File: config.mk
export PLATFORM = sky130hd
export DESIGN_NAME = phy_diag_regs
export DESIGN_NICKNAME = d
export VERILOG_FILES = /design/src/rtl/phy_diag_pkg.sv /design/src/rtl/errcnt_if.sv /design/src/rtl/selftest_err_counter.sv /design/src/rtl/phy_diag_regs.sv
export VERILOG_INCLUDE_DIRS = /design/src /design/src/rtl
export SDC_FILE = /design/constraint.sdc
export NUM_CORES = 1
export LEC_CHECK = 0
export ABC_AREA = 1
export BUFFER_PORTS_ARGS = -buffer_cell sky130_fd_sc_hd__buf_4
export CAP_MARGIN = 20
export CORE_AREA = 5 5 72 124
export DETAILED_ROUTE_END_ITERATION = 8
export DIE_AREA = 0 0 77 129
export GPL_TIMING_DRIVEN = 0
export PLACE_DENSITY_LB_ADDON = 0.3
export REMOVE_ABC_BUFFERS = 1
export SLEW_MARGIN = 0
export SYNTH_ARGS = -nofsm -noshare
export SYNTH_HDL_FRONTEND = slang
export SYNTH_SLANG_ARGS = --single-unit
File: constraint.sdc
create_clock -name clk -period 2 [get_ports clk]
set_clock_uncertainty 0.05 [all_clocks]
set_input_delay 0.3 -clock clk [delete_from_list [all_inputs] [get_ports clk]]
set_output_delay 0.3 -clock clk [all_outputs]
set_load 0.01 [all_outputs]
File: src/rtl/phy_diag_defines.svh
// Purpose: offsets, field positions and reset values of the diagnostic register bank
// Assumes: register index times four gives the byte address
// Notes:   definitions only
`ifndef PHY_DIAG_DEFINES_SVH
`define PHY_DIAG_DEFINES_SVH
`define IDX_TSC   10'h01A
`define IDX_STE   10'h01B
`define IDX_STL   10'h01C
`define IDX_CDC   10'h01D
`define IDX_IST   10'h020
`define IDX_IMK   10'h021
`define B_LOWTH   13
`define B_SQ_HI   12
`define B_SQ_LO   9
`define B_LPOFF   7
`define B_POL     4
`define B_JAB     0
`define B_CAPT    15
`define B_ERR_HI  15
`define B_ERR_LO  8
`define B_START   15
`define B_LQ_HI   9
`define B_LQ_LO   8
`define B_DONE    1
`define B_FAIL    0
`define RST_GAP   8'h7D
`define RST_PKT   11'h5DC
`define N_EVT     3
`define EV_DONE   0
`define EV_FAIL   1
`define EV_POL    2
`endif

File: src/rtl/phy_diag_pkg.sv
// Purpose: shared types of the diagnostic register bank
// Assumes: nothing
// Notes:   states are one-hot
package phy_diag_pkg;
    typedef enum logic [2:0] {
        DG_IDLE = 3'b001,
        DG_RUN  = 3'b010,
        DG_END  = 3'b100
    } diag_state_t;
    typedef logic [15:0] reg16_t;
endpackage : phy_diag_pkg

File: src/rtl/errcnt_if.sv
// Purpose: carries the self-test error counter controls and result
// Assumes: one clock domain
// Notes:   snapshot is the software-visible count
`timescale 1ns/1ps
interface errcnt_if;
    logic       err_byte;
    logic       count_mode;
    logic       capture;
    logic       clear;
    logic [7:0] snapshot;
    modport counter (input err_byte, input count_mode, input capture, input clear, output snapshot);
    modport ctrl    (output err_byte, output count_mode, output capture, output clear, input snapshot);
endinterface : errcnt_if

File: src/rtl/selftest_err_counter.sv
// Purpose: running count of erroneous self-test bytes with a frozen copy
// Assumes: err_byte is a one-cycle pulse per bad byte
// Notes:   mode zero saturates, otherwise wraps
`timescale 1ns/1ps
module selftest_err_counter
    import phy_diag_pkg::*;
(
    // clock and reset
    input wire logic clk,
    input wire logic rst_n,
    // controls and result
    errcnt_if.counter ec
);
    logic [7:0] count_r;
    logic [7:0] count_nxt;
    logic [7:0] snap_r;

    always_comb begin
        count_nxt = count_r;
        if (ec.clear) begin
            count_nxt = 8'h00;
        end else if (ec.err_byte) begin
            if (!ec.count_mode && count_r == 8'hFF) begin
                count_nxt = 8'hFF;
            end else begin
                count_nxt = count_r + 8'h01;
            end
        end
    end

    always_ff @(posedge clk or negedge rst_n) begin
        if (!rst_n) begin
            count_r <= 8'h00;
        end else begin
            count_r <= count_nxt;
        end
    end

    // frozen copy, refreshed only by a write to the register
    always_ff @(posedge clk or negedge rst_n) begin
        if (!rst_n) begin
            snap_r <= 8'h00;
        end else if (ec.capture) begin
            snap_r <= count_r;
        end
    end

    assign ec.snapshot = snap_r;
endmodule : selftest_err_counter

File: src/rtl/phy_diag_regs.sv
// Purpose: 10M control, self-test and cable diagnostic registers on APB
// Assumes: inputs synchronous to clk; engines outside give pulses
// Notes:   no wait state, pready high in the first access cycle
// Behaviour
// - bit 13 lowers the 10M receive threshold
// - bits 12:9 set squelch, 50mV steps
// - bit 7 stops link pulse transmission
// - bit 4 reports inverted receive polarity
// - polarity mirrored out; own read clears it
// - bit 0 disables jabber, 10M only
// - reserved bits ignore writes, read zero
// - bits 15:8 hold checker error byte count
// - count saturates at 0xFF in mode zero
// - any write captures, bit 15 also clears counter
// - bits 7:0 set inter-packet gap, 125
// - bits 10:0 set packet length, 1500
// - start bit self-clears when measurement done
// - bits 9:8 report link quality
// - done flag reads 1 after completion
// - fail flag reads 1 after failure
//
// The implementer's own choice: the APB slave port.
`timescale 1ns/1ps
`include "phy_diag_defines.svh"
module phy_diag_regs
    import phy_diag_pkg::*;
(
    // clock and reset
    input  wire logic        clk,
    input  wire logic        rst_n,
    // apb slave
    input  wire logic [11:0] paddr,
    input  wire logic        psel,
    input  wire logic        penable,
    input  wire logic        pwrite,
    input  wire logic [31:0] pwdata,
    output logic             pready,
    output logic [31:0]      prdata,
    output logic             pslverr,
    // 10M receiver and transmitter
    input  wire logic        speed_10m,
    input  wire logic        pol_inverted,
    output logic             low_rx_threshold_enable,
    output logic [3:0]       squelch_step,
    output logic             link_pulse_tx_off,
    output logic             jabber_off,
    output logic             pol_status,
    // self-test datapath
    input  wire logic        err_byte,
    input  wire logic        error_count_mode,
    output logic [7:0]       selftest_gap_bytes,
    output logic [10:0]      selftest_pkt_bytes,
    // cable diagnostics
    input  wire logic        diag_done_evt,
    input  wire logic        diag_fail_evt,
    input  wire logic [1:0]  link_quality,
    output logic             diag_start,
    // interrupt
    output logic             irq
);
    function automatic logic hit(input logic [11:0] a, input logic [9:0] idx);
        return a[11:2] == idx;
    endfunction : hit

    logic              pready_r;
    reg16_t            prdata_r;
    logic              pslverr_r;
    reg16_t            rdata_nxt;
    logic              mapped;
    logic              setup;
    logic              acc;
    logic              wr;
    logic              rd;
    logic              lowth_r;
    logic [3:0]        sq_r;
    logic              lpoff_r;
    logic              jab_r;
    logic              pol_r;
    logic [7:0]        gap_r;
    logic [10:0]       pkt_r;
    diag_state_t       dg_r;
    logic              done_r;
    logic              fail_r;
    logic [`N_EVT-1:0] ist_r;
    logic [`N_EVT-1:0] imk_r;
    logic [`N_EVT-1:0] evt;
    logic              start_wr;

    errcnt_if ec ();

    assign setup  = psel & ~penable;
    assign acc    = psel & penable & pready_r;
    assign wr     = acc & pwrite;
    assign rd     = acc & ~pwrite;
    assign mapped = hit(paddr, `IDX_TSC) | hit(paddr, `IDX_STE) | hit(paddr, `IDX_STL)
                  | hit(paddr, `IDX_CDC) | hit(paddr, `IDX_IST) | hit(paddr, `IDX_IMK);

    // read mux, reserved bits zero
    always_comb begin
        rdata_nxt = 16'h0000;
        if (hit(paddr, `IDX_TSC)) begin
            rdata_nxt[`B_LOWTH]           = lowth_r;
            rdata_nxt[`B_SQ_HI:`B_SQ_LO]  = sq_r;
            rdata_nxt[`B_LPOFF]           = lpoff_r;
            rdata_nxt[`B_POL]             = pol_r;
            rdata_nxt[`B_JAB]             = jab_r;
        end else if (hit(paddr, `IDX_STE)) begin
            rdata_nxt[`B_ERR_HI:`B_ERR_LO] = ec.snapshot;
            rdata_nxt[7:0]                 = gap_r;
        end else if (hit(paddr, `IDX_STL)) begin
            rdata_nxt[10:0] = pkt_r;
        end else if (hit(paddr, `IDX_CDC)) begin
            rdata_nxt[`B_START]           = (dg_r == DG_RUN);
            rdata_nxt[`B_LQ_HI:`B_LQ_LO]  = link_quality;
            rdata_nxt[`B_DONE]            = done_r;
            rdata_nxt[`B_FAIL]            = fail_r;
        end else if (hit(paddr, `IDX_IST)) begin
            rdata_nxt[`N_EVT-1:0] = ist_r;
        end else if (hit(paddr, `IDX_IMK)) begin
            rdata_nxt[`N_EVT-1:0] = imk_r;
        end
    end

    // apb answer registered at setup, no wait state
    always_ff @(posedge clk or negedge rst_n) begin
        if (!rst_n) begin
            pready_r  <= 1'b0;
            prdata_r  <= 16'h0000;
            pslverr_r <= 1'b0;
        end else begin
            pready_r <= setup;
            if (setup) begin
                prdata_r  <= rdata_nxt;
                pslverr_r <= ~mapped;
            end
        end
    end

    assign pready  = pready_r;
    assign prdata  = {16'h0000, prdata_r};
    assign pslverr = pslverr_r;

    // 10M control fields
    always_ff @(posedge clk or negedge rst_n) begin
        if (!rst_n) begin
            lowth_r <= 1'b0;
            sq_r    <= 4'h0;
            lpoff_r <= 1'b0;
            jab_r   <= 1'b0;
        end else if (wr && hit(paddr, `IDX_TSC)) begin
            lowth_r <= pwdata[`B_LOWTH];
            sq_r    <= pwdata[`B_SQ_HI:`B_SQ_LO];
            lpoff_r <= pwdata[`B_LPOFF];
            jab_r   <= pwdata[`B_JAB];
        end
    end

    // polarity flag, a new detection wins over the read clear
    always_ff @(posedge clk or negedge rst_n) begin
        if (!rst_n) begin
            pol_r <= 1'b0;
        end else if (pol_inverted) begin
            pol_r <= 1'b1;
        end else if (rd && hit(paddr, `IDX_TSC) && prdata_r[`B_POL]) begin
            pol_r <= 1'b0;
        end
    end

    assign low_rx_threshold_enable = lowth_r;
    assign squelch_step            = sq_r;
    assign link_pulse_tx_off       = lpoff_r;
    assign jabber_off              = jab_r & speed_10m;
    assign pol_status              = pol_r;

    // self-test settings
    always_ff @(posedge clk or negedge rst_n) begin
        if (!rst_n) begin
            gap_r <= `RST_GAP;
        end else if (wr && hit(paddr, `IDX_STE)) begin
            gap_r <= pwdata[7:0];
        end
    end

    always_ff @(posedge clk or negedge rst_n) begin
        if (!rst_n) begin
            pkt_r <= `RST_PKT;
        end else if (wr && hit(paddr, `IDX_STL)) begin
            pkt_r <= pwdata[10:0];
        end
    end

    assign selftest_gap_bytes = gap_r;
    assign selftest_pkt_bytes = pkt_r;

    assign ec.err_byte   = err_byte;
    assign ec.count_mode = error_count_mode;
    assign ec.capture    = wr && hit(paddr, `IDX_STE);
    assign ec.clear      = wr && hit(paddr, `IDX_STE) && pwdata[`B_CAPT];

    selftest_err_counter u_errcnt (
        .clk   (clk),
        .rst_n (rst_n),
        .ec    (ec)
    );

    // cable diagnostic sequence
    assign start_wr = wr && hit(paddr, `IDX_CDC);

    always_ff @(posedge clk or negedge rst_n) begin
        if (!rst_n) begin
            dg_r <= DG_IDLE;
        end else begin
            case (dg_r)
                DG_IDLE, DG_END: begin
                    if (start_wr && pwdata[`B_START]) begin
                        dg_r <= DG_RUN;
                    end
                end
                DG_RUN: begin
                    if (diag_done_evt) begin
                        dg_r <= DG_END;
                    end else if (start_wr && !pwdata[`B_START]) begin
                        dg_r <= DG_IDLE;
                    end
                end
                default: dg_r <= DG_IDLE;
            endcase
        end
    end

    always_ff @(posedge clk or negedge rst_n) begin
        if (!rst_n) begin
            done_r <= 1'b0;
        end else if (dg_r == DG_RUN && diag_done_evt) begin
            done_r <= 1'b1;
        end else if (dg_r != DG_RUN && start_wr && pwdata[`B_START]) begin
            done_r <= 1'b0;
        end
    end

    always_ff @(posedge clk or negedge rst_n) begin
        if (!rst_n) begin
            fail_r <= 1'b0;
        end else if (dg_r == DG_RUN && diag_fail_evt) begin
            fail_r <= 1'b1;
        end else if (dg_r != DG_RUN && start_wr && pwdata[`B_START]) begin
            fail_r <= 1'b0;
        end
    end

    assign diag_start = (dg_r == DG_RUN);

    // interrupt status, cleared by reading, set wins
    assign evt[`EV_DONE] = (dg_r == DG_RUN) && diag_done_evt;
    assign evt[`EV_FAIL] = (dg_r == DG_RUN) && diag_fail_evt;
    assign evt[`EV_POL]  = pol_inverted && !pol_r;

    generate
        for (genvar i = 0; i < `N_EVT; i++) begin : g_ist
            always_ff @(posedge clk or negedge rst_n) begin
                if (!rst_n) begin
                    ist_r[i] <= 1'b0;
                end else if (evt[i]) begin
                    ist_r[i] <= 1'b1;
                end else if (rd && hit(paddr, `IDX_IST) && prdata_r[i]) begin
                    ist_r[i] <= 1'b0;
                end
            end
        end
    endgenerate

    always_ff @(posedge clk or negedge rst_n) begin
        if (!rst_n) begin
            imk_r <= '0;
        end else if (wr && hit(paddr, `IDX_IMK)) begin
            imk_r <= pwdata[`N_EVT-1:0];
        end
    end

    assign irq = |(ist_r & imk_r);
endmodule : phy_diag_regs

==> flow_metrics.py, run 1 <==
metrics = {
    "critical_path": {
        "required_ns": 2.20,
        "start_kind": "register",
        "end_kind": "register",
        "critPathMaxFanout": 21,
        "path_class": "reg -> reg",
        "arrival_ns": 2.10,
    },
    "die": {
        "dieHeight_um": 129,
        "ios": 120,
        "coreArea_sq_mm": 0.00780,
        "start_util": 0.486,
        "dieWidth_um": 77,
        "die_area_sq_mm": 0.00993,
        "num_rows": 43,
    },
    "sta": {
        "rsz0062_at_grt": "false",
        "setup_viol": 0,
        "maxSlewViolCount": 0,
        "holdWs_ns": 0.0530,
        "slew_headroom": 0.401,
        "period_share": 0.950,
        "setup_tns_ns": 0,
        "worstMarginPinSlew_ns": 0.898,
        "fin_crit_ns": 1.90,
        "hold_violations": 0,
        "fmax_mhz": 527,
    },
    "place": {
        "dpl.hpwl_um": 7240,
        "gp_congestion": 0.890,
        "portBuffers": 84,
        "placed_area_sq_mm": 0.00442,
    },
    "run_status": {
        "outcome": "finished clean",
    },
    "clocking": {
        "numCtsBuffers": 9,
        "cts_tree": "done",
        "cts.sinks": 72,
        "htree_levels": 3,
        "clkLatencyLatePin_ns": 0.33,
        "root_buffer": "clkbuf_16",
        "clockBufferDepth": 2,
        "path_clk_slew_ns": 0.06,
    },
    "routing": {
        "first_pass_iters": 4,
        "via_per_inst": 5.13,
        "drtIter0Drc": 275,
        "wl_per_cell_um": 15.1,
        "vias": 3360,
        "drc": 0,
        "drt-total-wl_um": 9900,
        "detail-route-antenna-nets": 0,
    },
    "global_routing": {
        "grt_pass1_vias": 3455,
        "grt_pass1_wl_um": 16100,
        "grt_max_degree": 73,
        "grt_antenna_before_repair": 0,
        "track_usage": 0.204,
        "grt_overflow": 0,
    },
    "logic_synthesis": {
        "syn_area_sq_mm": 0.00379,
        "ys_seq_area_frac": 0.480,
        "synthTopCellsByArea": "dfrtp_1 38%, nand2_1 16%, dfstp_2 9.7%",
        "netlist_instances": 474,
        "yosysTopAreaCell": "dfrtp_1",
        "synth_cell_types": 34,
        "yosysWarnings": 0,
        "synth_top_area_share": 0.383,
        "ys_ff_latch": 72,
        "synth_area_per_cell_sq_um": 8.00,
    },
    "flow_run": {
        "drv_cap": 0,
    },
    "pwr": {
        "vdd_drop_max_mv": 0.574,
        "power.density_mw_per_mm2": 810,
        "p_leak_nw": 2.58,
        "p_total_mw": 3.80,
    },
    "min_path": {
        "min_path_type": "in -> async",
    },
    "cells_and_area": {
        "drive_gt1_frac": 0.265,
        "post-route-util": 0.601,
        "fin_area_sq_mm": 0.00469,
        "synthToLayoutAreaGrowth_pct": 23.6,
        "diodes": 0,
        "fin_nets": 618,
    },
}
==> cell type report <==
type | count | area (sq um)
Tap cell | 90 | 113
Fill cell | 706 | 3110
Sequential cell | 72 | 1820
Clock inverter | 1 | 5.00
Clock buffer | 15 | 258
Multi-Input combinational cell | 340 | 1660
Timing Repair Buffer | 84 | 631
Inverter | 53 | 203
==> per-stage QoR <==
stage	setup WS (ns)	cells
after CTS	0.124	655
after floorplan	0.240	465
after global routing	0.0526	655
after detailed placement	-0.369	639
final	0.101	655
after global placement	-0.382	639
==> repair_timing <==
action / CTS / global route
resized for setup: 1 / 1
pin swaps: 0 / 0
endpoints found under the setup margin: 11 / 1
buffers inserted: 0 / 0
hold buffers: 0 / 0
==> worst max-delay path: stages (launching register included) <==
cell and delay, ns:
dfrtp_1 0.38, nand4_1 0.27, inv_2 0.29, nand3_2 0.42
mux2_2 0.42
==> power by group <==
| group | leakage (nW) | switching (mW) | total (mW) | internal, mW |
|---|---|---|---|---|
| Clock | 0.128 | 0.558 | 1.43 | 0.873 |
| Sequential | 0.886 | 0.125 | 1.72 | 1.60 |
| Combinational | 1.56 | 0.399 | 0.647 | 0.248 |
==> sequential cells by signal (all words and copies together), names as in the netlist, 3 cells and up <==
name / flops
prdata_r: 16
selftest_pkt_bytes: 11
selftest_gap_bytes: 8
u_errcnt.count_r: 8
u_errcnt.ec.snapshot: 8
squelch_step: 4
dg_r: 3
imk_r: 3
ist_r: 3
==> cell usage after synthesis (all sizes together) <==
cell	instances
nand2	168
dfrtp	58
inv	52
o21ai	44
nand3	42
nor2	39
buf	22
dfstp	14
nand4	8
a21oi	6
nor3	5
xor2	4
a31oi	2
clkbuf	2
clkinv	1
conb	1
ha	1
mux2	1
nand3b	1
nor3b	1
o21bai	1
xnor2	1
==> cells by family after synthesis <==
kind of cell	Yosys count	synth area share
simple gates	264	0.315
compound gates	53	0.0871
fa+ha+maj	1	0.00330
xor+xnor	5	0.0115
buf+inv	77	0.0999
other cells	1	0.000988
mux	1	0.00297
flops	72	0.480
==> cells in the final DEF (no fill, tap or decap) <==
cell       instances
a31oi_1            2
mux2_2             1
nand3_1           41
dfrtp_1           58
dfstp_2           14
xnor2_1            1
nor2_8             2
nand3b_1           1
xor2_1             4
nand2_1          157
inv_1             50
o21ai_0           24
inv_4              1
nor3_1             4
nor2_1            31
clkbuf_8           1
ha_1               1
o21bai_1           1
nand2_4            3
o21ai_1            4
a21oi_1            6
clkinv_2           2
nor3b_1            1
inv_2              1
clkbuf_16          9
clkbuf_1           5
buf_4             84
nand2_2            8
nand4_1            8
nand3_2            1
nor3_4             1
conb_1            16
nor2_2             2
o21ai_2           16
nor2_4             4
==> final timing paths <==
kind / start / endpoint / slack (ns) / depth (start not counted)
setup / recovery: pready$_DFF_PN0_ / selftest_pkt_bytes[8]$_DFFE_PN1P_ / 0.10 / 4
hold / removal: rst_n / pslverr$_DFFE_PN0P_ / 0.05 / 1
setup reg to reg: pready$_DFF_PN0_ / selftest_pkt_bytes[8]$_DFFE_PN1P_ / 0.10 / 4
hold reg to reg: u_errcnt.ec.snapshot[7]$_DFFE_PN0N_ / u_errcnt.ec.snapshot[7]$_DFFE_PN0N_ / 0.42 / 2
max in group asynchronous: rst_n / prdata_r[11]$_DFFE_PN0P_ / 1.26 / 1
min in group clk: pol_inverted / pol_status$_DFFE_PN0P_ / 0.14 / 3
==> routing by layer <==
layer	routed length, um	vias to the layer above	global-route usage
met5	0	-	0
met4	406	0	0.131
li1	-	1643	-
met3	519	29	0.0350
met2	5380	105	0.371
met1	3590	1583	0.214
Note: power is estimated with default switching activity, not from simulation.
==> run 2, diff against run 1 <==
--- a/config.mk
+++ b/config.mk
@@ -9,13 +9,14 @@
 export ABC_AREA = 1
 export BUFFER_PORTS_ARGS = -buffer_cell sky130_fd_sc_hd__buf_4
 export CAP_MARGIN = 20
-export CORE_AREA = 5 5 72 124
+export CORE_AREA = 5 5 73 124
 export DETAILED_ROUTE_END_ITERATION = 8
-export DIE_AREA = 0 0 77 129
+export DIE_AREA = 0 0 78 129
 export GPL_TIMING_DRIVEN = 0
 export PLACE_DENSITY_LB_ADDON = 0.3
 export REMOVE_ABC_BUFFERS = 1
 export SLEW_MARGIN = 0
 export SYNTH_ARGS = -nofsm -noshare
 export SYNTH_HDL_FRONTEND = slang
+export SYNTH_HIERARCHICAL = 1
 export SYNTH_SLANG_ARGS = --single-unit
==> run 2 against run 1 <==
  * Flip-flop and latch count unchanged
  * Routed wire length increased by 0.28%
  * Critical path type unchanged
  * First-iteration DRC count decreased by 35%
  * Critical endpoint is now u_errcnt/count_r[0]$_DFFE_PN0P_
  * Highest routed layer unchanged
  * Power increased by 4.7%
==> flow_metrics.py, run 2 <==
metrics = {
    "cells_and_area": {
        "fin_cells": 645,
        "diodes": 0,
        "largest_reg_flops": 16,
        "layout_common_cells": "151 x nand2_1, 87 x buf_4, 58 x dfrtp_1",
        "top_register": "prdata_r",
        "synthToLayoutAreaGrowth_pct": 25.4,
        "fin_area_sq_mm": 0.00480,
        "fin_nets": 608,
        "drive_gt1_frac": 0.317,
        "final_common_cell": "nand2_1",
    },
    "sta": {
        "rsz0062_at_grt": "false",
        "worst_slack_ns": 0.155,
        "slew_headroom": 0.397,
        "fin_crit_ns": 1.84,
        "period_share": 0.922,
        "maxSlewViolCount": 0,
        "setup_viol": 0,
        "hold_violations": 0,
        "fmax_mhz": 542,
        "worstMarginPinSlew_ns": 0.904,
    },
    "logic_synthesis": {
        "async_flop_share": 1.00,
        "synth_common_cells": "151 x nand2_1, 58 x dfrtp_1, 40 x inv_1, 34 x nand3_1, 25 x nor2_1",
        "synth_top_area_share": 0.379,
        "ys_ff_latch": 72,
        "ys_seq_area_frac": 0.475,
        "synth_edf_count": 0,
        "synth_area_per_cell_sq_um": 8.31,
        "synth_ff_type": "dfrtp_1",
        "synthTopCellsByArea": "dfrtp_1 38%, nand2_1 15%, dfstp_2 9.6%",
        "syn_area_sq_mm": 0.00383,
        "synth_cell_types": 39,
        "synth.most_common_cell": "nand2_1",
        "netlist_instances": 461,
        "yosysWarnings": 6,
        "yosysTopAreaCell": "dfrtp_1",
    },
    "routing": {
        "drt-total-wl_um": 9920,
        "detail-route-antenna-nets": 0,
        "drtIter0Drc": 179,
        "drc": 0,
        "via_per_inst": 5.21,
        "wl_per_cell_um": 15.4,
        "vias": 3359,
        "first_pass_iters": 4,
    },
    "pwr": {
        "power.density_mw_per_mm2": 829,
        "p_leak_nw": 2.53,
        "vdd_drop_max_mv": 0.595,
    },
    "global_routing": {
        "grt_use_met3": 0.0504,
        "track_usage": 0.200,
        "grt_pass1_wl_um": 15800,
        "globalRouteMet2Util": 0.367,
        "grt_use_met1": 0.222,
        "top_usage_layer": "met2",
        "grt_pass1_vias": 3275,
        "grt_overflow": 0,
        "grt_antenna_before_repair": 0,
        "grt_max_degree": 73,
    },
    "clocking": {
        "numCtsBuffers": 9,
        "clockBufferDepth": 2,
        "cts_tree": "done",
        "path_clk_slew_ns": 0.06,
        "clkLatencyLatePin_ns": 0.33,
        "cts.sinks": 72,
        "root_buffer": "clkbuf_16",
        "htree_levels": 3,
    },
    "place": {
        "dpl.hpwl_um": 7350,
        "placed_area_sq_mm": 0.00445,
        "gp_congestion": 0.860,
        "dpl_worst_slack_ns": -0.226,
        "dp_cells": 626,
        "portBuffers": 84,
    },
    "critical_path": {
        "arrival_ns": 2.05,
        "required_ns": 2.20,
        "critPathMaxFanout": 18,
        "rr_startpoint": "pready$_DFF_PN0_",
        "cp-startpoint": "pready$_DFF_PN0_",
        "end_kind": "register",
        "path_class": "reg -> reg",
        "reg2reg_depth": 8,
        "start_kind": "register",
    },
    "die": {
        "start_util": 0.484,
        "dieHeight_um": 129,
        "die_area_sq_mm": 0.0101,
        "coreArea_sq_mm": 0.00791,
        "ios": 120,
        "num_rows": 43,
        "dieWidth_um": 78,
    },
    "flow_run": {
        "drv_cap": 0,
    },
    "run_status": {
        "outcome": "finished clean",
    },
    "min_path": {
        "min_path_type": "in -> async",
    },
}
run 2: changes by cell type after synthesis, sizes merged, moves of 4 or more:
| cell | change |
|---|---|
| inv | -7 |
| mux2 | +4 |
| nand2 | -6 |
| nand3 | -4 |
| nand4 | -4 |
run 2: power breakdown:
group / internal [mW] / switching (mW)
sequential: 1.57 / 0.129
combinational: 0.208 / 0.353
clock: 1.12 / 0.600
run 2: cell families after synthesis:
| kind of cell | synth area share |
|---|---|
| AOI/OAI and AO/OA | 0.0892 |
| buffers and inverters | 0.0924 |
| other | 0.000979 |
| and+or+nand+nor | 0.321 |
| adders and majority gates | 0.00327 |
| DFF | 0.475 |
| xor gates and xnor gates | 0.00229 |
| muxes | 0.0157 |
run 2: critical path, stage by stage, from the launching register on:
cell and delay [ns]:
dfrtp_1 0.34, nand3_1 0.22, nor2_8 0.22, nand2_4 0.19, nor2_2 0.24, nor2_2 0.14, nor2_4 0.20, nand2_1 0.08
o21ai_0 0.07
run 2: final cells by class:
type | count | area, sq um
fillers | 716 | 3110
well taps | 90 | 113
repair buffers | 87 | 653
inverters | 47 | 181
multi-input cells | 333 | 1710
clock inverters | 6 | 82.6
clock buffers | 10 | 239
flip-flops and latches | 72 | 1820
run 2: final timing paths:
kind,endpoint,slack (ns)
min in group clk,pol_status$_DFFE_PN0P_,0.13
hold reg to reg,selftest_pkt_bytes[3]$_DFFE_PN1P_,0.44
setup / recovery,u_errcnt/count_r[0]$_DFFE_PN0P_,0.16
setup reg to reg,u_errcnt/count_r[0]$_DFFE_PN0P_,0.16
hold / removal,u_errcnt/ec.snapshot[6]$_DFFE_PN0P_,0.04
max in group asynchronous,squelch_step[1]$_DFFE_PN0P_,1.27
run 2: routing by layer:
| layer | wire [um] | vias to the layer above |
|---|---|---|
| met5 | 0 | - |
| met4 | 184 | 0 |
| met3 | 707 | 20 |
| met2 | 5460 | 124 |
| met1 | 3570 | 1599 |
| li1 | - | 1616 |
run 2: through the flow:
step            util  power, mW  hold WS [ns]  TNS, ns
6_report       0.607       3.98        0.0436        0
3_5_place_dp   0.563       2.28         0.426    -1.94
3_3_place_gp   0.563       2.25         0.418    -1.86
5_1_grt        0.607       4.15         0.113        0
2_1_floorplan      -       2.05       -0.0456        0
4_1_cts        0.604       3.99        0.0863        0
run 2: timing repair:
action,in CTS,in global routing
setup buffers,0,3
resized for setup,0,1
hold buffers,0,0
endpoints found under the setup margin,0,10
==> run 3, diff against run 2 <==
--- a/config.mk
+++ b/config.mk
@@ -10,10 +10,11 @@
 export BUFFER_PORTS_ARGS = -buffer_cell sky130_fd_sc_hd__buf_4
 export CAP_MARGIN = 20
 export CORE_AREA = 5 5 73 124
+export CTS_CLUSTER_SIZE = 12
 export DETAILED_ROUTE_END_ITERATION = 8
 export DIE_AREA = 0 0 78 129
 export GPL_TIMING_DRIVEN = 0
-export PLACE_DENSITY_LB_ADDON = 0.3
+export PLACE_DENSITY = 0.73
 export REMOVE_ABC_BUFFERS = 1
 export SLEW_MARGIN = 0
 export SYNTH_ARGS = -nofsm -noshare
==> run 3 against run 2 <==
  * Global-route usage up 0.16 points
  * Cell area shrank 1.3%
  * Largest cell class unchanged
  * Critical endpoint is now u_errcnt/count_r[4]$_DFFE_PN0P_
  * Sequential share of layout area rose by 0.51 points
  * Die area stayed put
  * Final cell count stayed put
  * Sequential power about the same
==> flow_metrics.py, run 3 (same netlist as run 2, synthesis figures left out) <==
metrics = {
    "sta": {
        "maxSlewViolCount": 0,
        "slew_headroom": 0.395,
        "rsz0062_at_grt": "false",
        "worstMarginPinSlew_ns": 0.907,
        "fin_crit_ns": 1.84,
        "holdWs_ns": 0.0411,
        "fmax_mhz": 543,
        "worst_slack_ns": 0.157,
        "setup_viol": 0,
        "hold_violations": 0,
        "period_share": 0.922,
    },
    "die": {
        "num_rows": 43,
        "dieWidth_um": 78,
        "die_area_sq_mm": 0.0101,
        "start_util": 0.484,
        "ios": 120,
        "dieHeight_um": 129,
        "coreArea_sq_mm": 0.00791,
    },
    "global_routing": {
        "grt_use_met3": 0.0427,
        "track_usage": 0.201,
        "grt_antenna_before_repair": 0,
        "grt_pass1_vias": 3287,
        "grt_overflow": 0,
        "grt_pass1_wl_um": 16000,
        "grt_use_met1": 0.224,
        "grt_max_degree": 73,
        "top_usage_layer": "met2",
        "globalRouteMet2Util": 0.364,
    },
    "clocking": {
        "cts_tree": "done",
        "numCtsBuffers": 9,
        "clockBufferDepth": 2,
        "cts_hold_buf": 0,
        "root_buffer": "clkbuf_16",
        "path_clk_slew_ns": 0.05,
        "cts.sinks": 72,
        "htree_levels": 3,
        "clkLatencyLatePin_ns": 0.33,
    },
    "cells_and_area": {
        "largest_reg_flops": 16,
        "diodes": 0,
        "final_common_cell": "nand2_1",
        "post-route-util": 0.599,
        "synthToLayoutAreaGrowth_pct": 23.7,
        "top_register": "prdata_r",
        "fin_nets": 608,
        "drive_gt1_frac": 0.306,
        "layout_common_cells": "151 x nand2_1, 87 x buf_4, 58 x dfrtp_1",
        "num-fill-cells": 733,
    },
    "pwr": {
        "p_total_mw": 3.64,
        "power.density_mw_per_mm2": 768,
        "vdd_drop_max_mv": 0.590,
        "p_leak_nw": 2.49,
    },
    "critical_path": {
        "rrSetupSlack_ns": 0.16,
        "path_class": "reg -> reg",
        "start_kind": "register",
        "cp-endpoint": "u_errcnt/count_r[4]$_DFFE_PN0P_",
        "cp-startpoint": "pready$_DFF_PN0_",
        "end_kind": "register",
        "required_ns": 2.15,
        "reg2reg_depth": 8,
        "arrival_ns": 2.00,
        "critPathMaxFanout": 18,
        "rr_startpoint": "pready$_DFF_PN0_",
        "r2r-end": "u_errcnt/count_r[4]$_DFFE_PN0P_",
    },
    "place": {
        "dpl_worst_slack_ns": -0.216,
        "portBuffers": 84,
        "gp_congestion": 0.842,
        "dpl.hpwl_um": 7330,
    },
    "routing": {
        "drc": 0,
        "vias": 3307,
        "via_per_inst": 5.13,
        "wl_per_cell_um": 15.0,
        "detail-route-antenna-nets": 0,
        "first_pass_iters": 4,
        "drtIter0Drc": 205,
        "drt-total-wl_um": 9700,
    },
    "flow_run": {
        "drv_cap": 0,
    },
    "run_status": {
        "outcome": "finished clean",
    },
    "min_path": {
        "min_path_type": "in -> async",
    },
}
run 3: changes by cell type in the layout (fill, tap and decap cells not counted), sizes merged:
cell,previous run,this run
clkinvlp,2,1
clkbuf,10,15
bufinv,2,0
clkinv,5,3
run 3: critical path, stage by stage, from the launching register on:
cell and delay [ns]:
dfrtp_1 0.37, nand3_1 0.22, nor2_8 0.09, nand2_4 0.26
nor2_4 0.08, nor2_2 0.37, nor2_4 0.12, nand2_1 0.09
o21ai_0 0.07
run 3: per-stage QoR:
| stage | area, sq um | cells | TNS [ns] |
|---|---|---|---|
| CTS | 4710 | 642 | 0 |
| floorplan | 3710 | 452 | 0 |
| global placement | 4450 | 626 | -1.78 |
| detailed placement | 4450 | 626 | -2.22 |
| finish | 4740 | 645 | 0 |
| global route | 4740 | 645 | 0 |
run 3: power breakdown:
group	total [mW]	internal, mW	switching [mW]
Combinational	0.553	0.209	0.344
Sequential	1.70	1.57	0.130
Clock	1.39	0.839	0.547
Total	3.64	2.62	1.02
run 3: timing repair:
| action | in CTS | in global routing |
|---|---|---|
| endpoints found under the setup margin | 0 | 12 |
| resized for setup | 0 | 2 |
| setup buffers | 0 | 3 |
run 3: final cells by class:
cell class	count	area [sq um]	area share
Clock inverter	1	5.00	0.00106
Sequential cell	72	1820	0.384
Inverter	47	181	0.0383
Timing Repair Buffer	87	653	0.138
Clock buffer	15	248	0.0523
Multi-Input combinational cell	333	1720	0.363
Tap cell	90	113	0.0238
run 3: worst min-delay path by stage:
stage                                     endpoint  slack, ns  cells after the start
after floorplan                dg_r[1]$_DFFE_PN0P_      -0.05                      0
after global placement         dg_r[0]$_DFFE_PN1P_       0.42                      2
after detailed placement   prdata_r[8]$_DFFE_PN0P_       0.42                      2
after CTS                 prdata_r[10]$_DFFE_PN0P_       0.08                      1
after global routing      prdata_r[10]$_DFFE_PN0P_       0.12                      1
final                      prdata_r[7]$_DFFE_PN0P_       0.04                      1
run 3: metal layers:
layer,share of wire,up-vias
li1,-,1614
met3,0.048,20
met1,0.37,1575
met4,0.028,0
met2,0.55,98
met5,0,-
